===== src/inc/swire_pkg.sv =====
// Constants for the single-wire reference programmer.
package swire_pkg;
  localparam int unsigned CLK_HZ = 50_000_000;
  // Times in nanoseconds, counts derived at the clock rate.
  localparam longint unsigned START_NS = 2_000;
  localparam longint unsigned EOS_NS = 2_000;
  localparam longint unsigned DET_DELAY_NS = 100_000;
  localparam longint unsigned DET_LOW_NS = 260_000;
  localparam longint unsigned DET_WIN_NS = 1_000_000;
  localparam longint unsigned SHUTDOWN_NS = 2_500_000;
  localparam longint unsigned ACK_MAX_NS = 512_000;
  localparam longint unsigned ACK_VALID_NS = 2_000;
  localparam longint unsigned NS_PER_S = 1_000_000_000;
  localparam int unsigned EOS_CYC =
    int'((EOS_NS * CLK_HZ + NS_PER_S - 1) / NS_PER_S);
  localparam int unsigned DET_DELAY_CYC =
    int'((DET_DELAY_NS * CLK_HZ + NS_PER_S - 1) / NS_PER_S);
  localparam int unsigned DET_LOW_CYC =
    int'((DET_LOW_NS * CLK_HZ + NS_PER_S - 1) / NS_PER_S);
  localparam int unsigned DET_WIN_CYC = int'((DET_WIN_NS * CLK_HZ) / NS_PER_S);
  localparam int unsigned SHUTDOWN_CYC =
    int'((SHUTDOWN_NS * CLK_HZ + NS_PER_S - 1) / NS_PER_S);
  localparam int unsigned ACK_LOW_CYC = int'((ACK_MAX_NS * CLK_HZ) / NS_PER_S);
  localparam int unsigned ACK_VALID_CYC =
    int'((ACK_VALID_NS * CLK_HZ + NS_PER_S - 1) / NS_PER_S);
  localparam int CNT_W = 18;
  localparam logic [4:0] LEVEL_RESET = 5'h1f;
  localparam logic [1:0] SUBADDR_OK = 2'h0;
  localparam int ACK_BIT = 7;
  localparam int SUB_HI = 6;
  localparam int SUB_LO = 5;
  localparam int BITS_PER_FRAME = 16;
endpackage


===== src/verilog/single_wire_reference_programmer.sv =====
// Single-wire mode detection, bit decoder and acknowledge for the control pin.
// Behaviour
// - Address byte then ack, subaddress, level byte.
// - Bits arrive and assemble MSB first.
// - Long low after byte closes the byte.
// - Bit measured between successive falling edges.
// - One if high twice low, zero reverse.
// - Ack needs request, address match, sixteen bits.
// - Ack after validity delay, low 512 us max.
// - Ack is open-drain pulldown only.
// - Mode chosen at each enable, default duty.
// - Detection pulse must complete within window.
// - Enter mode at once, accept early traffic.
// - Mode latched until shutdown and restart.
// - Five-bit level register resets full scale.
// - Low beyond 2.5 ms shuts down, clears mode.
// - Default mode gates reference by duty cycle.
// - Decoder is rate independent across range.
`timescale 1ns/100ps
`default_nettype none
module single_wire_reference_programmer #(
  parameter logic [7:0]  DEVICE_ADDR  = 8'h5a, // Arbitrary value.
  parameter int unsigned SHUTDOWN_CYC = swire_pkg::SHUTDOWN_CYC
) (
  input  wire logic       ref_clk_i,
  input  wire logic       rst_i,
  input  wire logic       clk_en_i,
  input  wire logic       ctrl_line_i,
  output logic            ctrl_line_o,
  output logic            ctrl_line_oe_o,
  output logic            enabled_o,
  output logic            one_wire_mode_o,
  output logic            ref_gate_o,
  output logic [4:0]      level_o,
  output logic            frame_done_o
);
  localparam int W = swire_pkg::CNT_W;
  typedef enum logic [2:0] {
    M_OFF, M_DELAY, M_WAIT_LOW, M_DET_LOW, M_DUTY, M_WIRE
  } mode_e;

  logic          sync1_r, sync2_r, line_r;
  mode_e         mode_r;
  logic [W-1:0]  low_cnt_r, win_cnt_r, hi_cnt_r, lo_cnt_r;
  logic          in_bit_r;
  logic [15:0]   shift_r;
  logic [4:0]    nbits_r;
  logic          bad_r, byte_open_r;
  logic          ack_wait_r, ack_drive_r;
  logic [W-1:0]  ack_cnt_r;
  logic [4:0]    level_r;
  logic          done_r;
  logic          fall, rise, powered_off, bit_val, bit_ok;
  logic          eos, frame_ok, ack_busy;

  // Two stages before use; the second and a third, delayed copy of it are looked at.
  always_ff @(posedge ref_clk_i) begin
    if (rst_i) begin
      sync1_r <= 1'b0;
      sync2_r <= 1'b0;
      line_r  <= 1'b0;
    end else if (clk_en_i) begin
      sync1_r <= ctrl_line_i;
      sync2_r <= sync1_r;
      line_r  <= sync2_r;
    end
  end

  // While the device pulls the line, our own low must not look like traffic.
  assign ack_busy = ack_drive_r;
  assign fall = line_r & ~sync2_r & ~ack_busy;
  assign rise = ~line_r & sync2_r;

  // Continuous low timer feeds shutdown.
  always_ff @(posedge ref_clk_i) begin
    if (rst_i) begin
      low_cnt_r <= '0;
    end else if (clk_en_i) begin
      if (sync2_r) begin
        low_cnt_r <= '0;
      end else if (low_cnt_r != W'(SHUTDOWN_CYC)) begin
        low_cnt_r <= low_cnt_r + 1'b1;
      end
    end
  end
  assign powered_off = ~sync2_r && (low_cnt_r == W'(SHUTDOWN_CYC - 1));

  // Mode selection, redone after every shutdown.
  always_ff @(posedge ref_clk_i) begin
    if (rst_i) begin
      mode_r    <= M_OFF;
      win_cnt_r <= '0;
    end else if (clk_en_i) begin
      if (mode_r != M_OFF && win_cnt_r != W'(swire_pkg::DET_WIN_CYC)) begin
        win_cnt_r <= win_cnt_r + 1'b1;
      end
      if (powered_off && mode_r != M_OFF) begin
        mode_r <= M_OFF;
      end else begin
        case (mode_r)
          M_OFF: begin
            if (rise) begin
              mode_r    <= M_DELAY;
              win_cnt_r <= '0;
            end
          end
          M_DELAY: begin
            if (win_cnt_r >= W'(swire_pkg::DET_DELAY_CYC)) begin
              mode_r <= M_WAIT_LOW;
            end else if (!sync2_r) begin
              mode_r <= M_DUTY;
            end
          end
          M_WAIT_LOW: begin
            if (win_cnt_r >= W'(swire_pkg::DET_WIN_CYC)) begin
              mode_r <= M_DUTY;
            end else if (!sync2_r) begin
              mode_r <= M_DET_LOW;
            end
          end
          M_DET_LOW: begin
            if (low_cnt_r >= W'(swire_pkg::DET_LOW_CYC)) begin
              mode_r <= M_WIRE;
            end else if (win_cnt_r >= W'(swire_pkg::DET_WIN_CYC)) begin
              mode_r <= M_DUTY;
            end else if (sync2_r) begin
              mode_r <= M_DUTY;
            end
          end
          M_DUTY:  mode_r <= M_DUTY;
          M_WIRE:  mode_r <= M_WIRE;
          default: mode_r <= M_OFF;
        endcase
      end
    end
  end

  // Rate-free ratio compare of high and low time within one bit.
  assign bit_val = (hi_cnt_r >= {lo_cnt_r[W-2:0], 1'b0});
  assign bit_ok  = bit_val ||
                   ({hi_cnt_r[W-2:0], 1'b0} <= lo_cnt_r);
  // A byte closes on a long low after its last fall. A zero whose low
  // outlasts that spell would close the byte early, which bounds the
  // slowest usable bit rate.
  assign eos = in_bit_r && !sync2_r && lo_cnt_r >= W'(swire_pkg::EOS_CYC);

  // Bit period timers between falling edges.
  always_ff @(posedge ref_clk_i) begin
    if (rst_i || mode_r != M_WIRE) begin
      in_bit_r <= 1'b0;
      hi_cnt_r <= '0;
      lo_cnt_r <= '0;
    end else if (clk_en_i) begin
      if (fall) begin
        in_bit_r <= 1'b1;
        lo_cnt_r <= '0;
        hi_cnt_r <= '0;
      end else if (eos) begin
        in_bit_r <= 1'b0;
      end else if (in_bit_r && !sync2_r) begin
        lo_cnt_r <= lo_cnt_r + 1'b1;
      end else if (in_bit_r) begin
        hi_cnt_r <= hi_cnt_r + 1'b1;
      end
    end
  end

  // Bit assembly; every fall inside a byte closes the bit before it.
  always_ff @(posedge ref_clk_i) begin
    if (rst_i || mode_r != M_WIRE) begin
      shift_r     <= '0;
      nbits_r     <= '0;
      bad_r       <= 1'b0;
      byte_open_r <= 1'b0;
      done_r      <= 1'b0;
    end else if (clk_en_i) begin
      done_r <= 1'b0;
      if (in_bit_r && fall) begin
        shift_r <= {shift_r[14:0], bit_val};
        nbits_r <= nbits_r + 1'b1;
        if (!bit_ok) begin
          bad_r <= 1'b1;
        end
      end
      if (eos) begin
        if (nbits_r == 5'(swire_pkg::BITS_PER_FRAME)) begin
          done_r  <= 1'b1;
          nbits_r <= '0;
        end else if (nbits_r != 5'd8) begin
          nbits_r <= '0;
          bad_r   <= 1'b0;
        end
      end else if (done_r) begin
        // Cleared only after the frame check has seen it.
        bad_r <= 1'b0;
      end
    end
  end

  // A frame counts only when every bit had a clean ratio.
  always_comb begin
    frame_ok = done_r && !bad_r && shift_r[15:8] == DEVICE_ADDR;
  end

  // Stored level, only on matching frames with zero sub-address.
  always_ff @(posedge ref_clk_i) begin
    if (rst_i || mode_r == M_OFF) begin
      level_r <= swire_pkg::LEVEL_RESET;
    end else if (clk_en_i && frame_ok &&
                 shift_r[swire_pkg::SUB_HI:swire_pkg::SUB_LO] ==
                 swire_pkg::SUBADDR_OK) begin
      level_r <= shift_r[4:0];
    end
  end

  // Acknowledge: wait validity delay, then pull low a bounded time.
  always_ff @(posedge ref_clk_i) begin
    if (rst_i || mode_r != M_WIRE) begin
      ack_wait_r  <= 1'b0;
      ack_drive_r <= 1'b0;
      ack_cnt_r   <= '0;
    end else if (clk_en_i) begin
      // The validity delay runs from the last fall, and the close has
      // already used up the end-of-stream spell of it.
      if (frame_ok && shift_r[swire_pkg::ACK_BIT]) begin
        ack_wait_r <= 1'b1;
        ack_cnt_r  <= W'(swire_pkg::EOS_CYC);
      end else if (ack_wait_r) begin
        ack_cnt_r <= ack_cnt_r + 1'b1;
        if (ack_cnt_r >= W'(swire_pkg::ACK_VALID_CYC)) begin
          ack_wait_r  <= 1'b0;
          ack_drive_r <= 1'b1;
          ack_cnt_r   <= '0;
        end
      end else if (ack_drive_r) begin
        ack_cnt_r <= ack_cnt_r + 1'b1;
        if (ack_cnt_r == W'(swire_pkg::ACK_LOW_CYC - 1)) begin
          ack_drive_r <= 1'b0;
        end
      end
    end
  end

  // The pin is open drain, so only its enable ever moves.
  assign ctrl_line_o     = 1'b0;
  assign ctrl_line_oe_o  = ack_drive_r;
  assign enabled_o       = (mode_r != M_OFF);
  assign one_wire_mode_o = (mode_r == M_WIRE);
  assign ref_gate_o      = (mode_r != M_OFF) && (mode_r != M_WIRE) && sync2_r;
  assign level_o         = level_r;
  assign frame_done_o    = done_r;
endmodule
`default_nettype wire


===== config.mk =====
export PLATFORM = sky130hd
export DESIGN_NAME = single_wire_reference_programmer
export DESIGN_NICKNAME = d
export VERILOG_FILES = /design/src/inc/swire_pkg.sv /design/src/verilog/single_wire_reference_programmer.sv
export SDC_FILE = /design/constraint.sdc
export NUM_CORES = 1
export LEC_CHECK = 0
export BUFFER_PORTS_ARGS = -buffer_cell sky130_fd_sc_hd__buf_2
export CAP_MARGIN = 20
export CORE_ASPECT_RATIO = 1.75
export CORE_MARGIN = 2
export CORE_UTILIZATION = 50
export DETAILED_ROUTE_END_ITERATION = 8
export PLACE_DENSITY = 0.66
export SLEW_MARGIN = 10
export SYNTH_ARGS = -nofsm -noshare
export SYNTH_HDL_FRONTEND = slang
export SYNTH_SLANG_ARGS = --single-unit

===== constraint.sdc =====
create_clock -name ref_clk_i -period 5 [get_ports ref_clk_i]
set_input_delay 0.75 -clock ref_clk_i [delete_from_list [all_inputs] [get_ports ref_clk_i]]
set_output_delay 0.75 -clock ref_clk_i [all_outputs]
set_load 0.01 [all_outputs]

==> out/qor.csv <==
metric,value,unit
"Async S/R FF share, synth",0,%
Clock Sinks,127,
synth top area cells,"dfxtp_1 (38%), ha_1 (8.4%), nor2_1 (7.0%)",
gr ovfl total,0,
via count,5731,
detailed router's first-iteration violation count,269,
first-pass GRT wire length,25600,µm
DR WL/cell,14.9,µm
initial antenna violation count,0,
CP top delay family,simple AND/OR/NAND/NOR gates,
die height,157,µm
maxcap violations,0,
fmax,404,MHz
Worst Tran Pin Value,0.995,ns
Synth Net Count,853,
Area growth syn-to-layout,12.1,%
"Setup violations, final",0,
vias in the first global route,5579,
status,"complete, no violations",
I/O pins,15,
Max-slew headroom,33.5,%
First-pass DRT Iterations,5,
Post-Syn Area,0.00671,mm²
routability congestion estimate,0.932,
clock root cell,clkbuf_16,
CTS tree,done,
Pleak,2.59,nW
DRC viols,0,
"slowest stage delay, CP",0.53,ns
crit end category,output pin,
routed wire length,15000,µm
Max Root-Sink Buffers,2,
Critical Path AT,1.73,ns
number of nets in the layout,864,
Port Buffer Count,13,
setup TNS,0,ns
Mapped Avg Cell Area,8.35,µm²
Initial Util,50.7,%
"Cell Chain, Critical Path",or3_1 > and3_1 > buf_2,
ratio of cells with drive above 1 in the final layout,7.85,%
number of register bits inferred by synthesis,127,
Clock Pin Slew Worst Setup and Hold Paths,0.06,ns
clk_lat worst skew,0.42,ns
H-tree levels,4,
Post-synth EDFFs,0,
Worst VDD drop,0.205,mV
Tot GR Track Use,21.9,%
Synthesis Warnings,0,
crit path time final,2.48,ns
crit path launch type,register,
largest net degree at the start of global routing,33,
Inserted Clock Buffers,17,
Die Area,0.0144,mm²
library cells used by synthesis,69,
crit path max fanout,10,
PD cells,304,mW/mm²
synthesized netlist cell count,804,
final hold vios,0,
"count leader, synth",dfxtp_1,
row count,56,
Die X,91.6,µm
top_reg_cell synth,dfxtp_1,
cell at the slowest stage of the critical path,or3_1,
Clock Skew,0.0106,ns
antenna cells,0,
hold_buf cts,0,
Final ANT Viol Nets,0,
hold crit path type,register to register,
FILL cells,1182,
vias per inst,5.72,
Crit Path Category,register to output pin,
Buf/Inv on CP,1,
Yosys top cell area share,37.9,%
cts repair resizes,0,
critical path data required time,4.25,ns
RSZ-0062 raised after global routing,no,
Core ar.,0.0132,mm²
register area share after synthesis,37.9,%
total power,2.29,mW
fin. max-slew vios,0,
period utilization,49.5,%
Yosys top cell by area,dfxtp_1,
Post-CTS Setup Bufs,0,
synth cell count leaders,"dfxtp_1 (127), nor2_1 (125), nand2_1 (68), a21oi_1 (48), ha_1 (45)",
HPWL Detailed,10900,µm
-- tightest hold or removal path, delay by kind of cell, from the launching register on --
family / cells / cell delay [ns]
flops: 1 / 0.33
mux: 1 / 0.07
simple gates: 1 / 0.06
-- power by group --
part | total (mW) | switching (mW) | internal (mW)
Sequential | 1.02 | 0.00425 | 1.01
Combinational | 0.0289 | 0.0199 | 0.00905
Clock | 1.24 | 0.489 | 0.753
-- metal layers --
layer  GRT usage, %  up-vias  wire (µm)
met1           23.4     2745       6110
met3           5.46       27        472
met4           8.44        0        318
li1               -     2855          -
met2           40.8      104       8060
met5              0        -          0
-- cells by family after synthesis --
kind of cell             Yosys count  share of synthesized area, %
AO/OA/AOI/OAI                    125                          11.8
XOR/XNOR                          59                          7.70
adder cells (fa/ha/maj)           45                          8.39
buffers and inverters             66                          3.95
flip-flops                       127                          37.9
multiplexers                      22                          3.28
other                              1                        0.0559
AND/OR/NAND/NOR                  359                          27.0
-- through the flow --
step	setup slack [ns]	cell area, µm²	utilization (%)	std cells	hold slack [ns]
floorplan	3.02	6710	-	804	0.434
global placement	2.29	6910	52.2	969	0.465
detailed placement	2.22	6910	52.2	969	0.468
CTS	2.44	7510	56.7	1001	0.487
global route	2.25	7520	56.8	1002	0.508
finish	2.52	7520	56.8	1002	0.478
-- registers in the layout (all words and copies together), names as in the netlist, 3 cells and up --
register,count
hi_cnt_r,18
level_o,5
shift_r,16
win_cnt_r,18
low_cnt_r,18
nbits_r,5
ack_cnt_r,18
mode_r,3
lo_cnt_r,18
-- path summary, 6_finish.rpt --
check / from / endpoint / slack, ns / depth (start not counted)
setup / recovery: mode_r[1] / ref_gate_o / 2.52 / 3
setup reg to reg: mode_r[0] / lo_cnt_r[10] / 2.64 / 6
hold reg to reg: level_o[3] / level_o[3] / 0.48 / 2
hold / removal: level_o[3] / level_o[3] / 0.48 / 2
-- cells in the final DEF, fill, tap and decap left out, types with 6 or more instances in the layout --
cell type,count
dfxtp_1,127
nor2_1,125
nand2_1,68
a21oi_1,48
ha_1,45
inv_1,40
xor2_1,34
o21ai_0,30
nand4_1,28
nand3_1,27
nor3_1,27
xnor2_1,25
mux2i_1,22
clkbuf_16,17
buf_2,13
or3_1,12
nor4_1,11
and3_1,10
nor2b_1,7
and4_1,6
a211oi_1,6
clkinvlp_4,6
-- cell type report --
| class | count | area (µm²) | share of cell area, % |
|---|---|---|---|
| timing repair buffer | 16 | 95.1 | 1.26 |
| inverter | 42 | 158 | 2.10 |
| sequential | 127 | 2540 | 33.8 |
| clock inverter | 14 | 158 | 2.10 |
| clock buffer | 18 | 439 | 5.84 |
| tap | 174 | 218 | 2.89 |
| multi-input combinational | 611 | 3920 | 52.0 |
No activity file was read; power rests on OpenSTA's default activity.
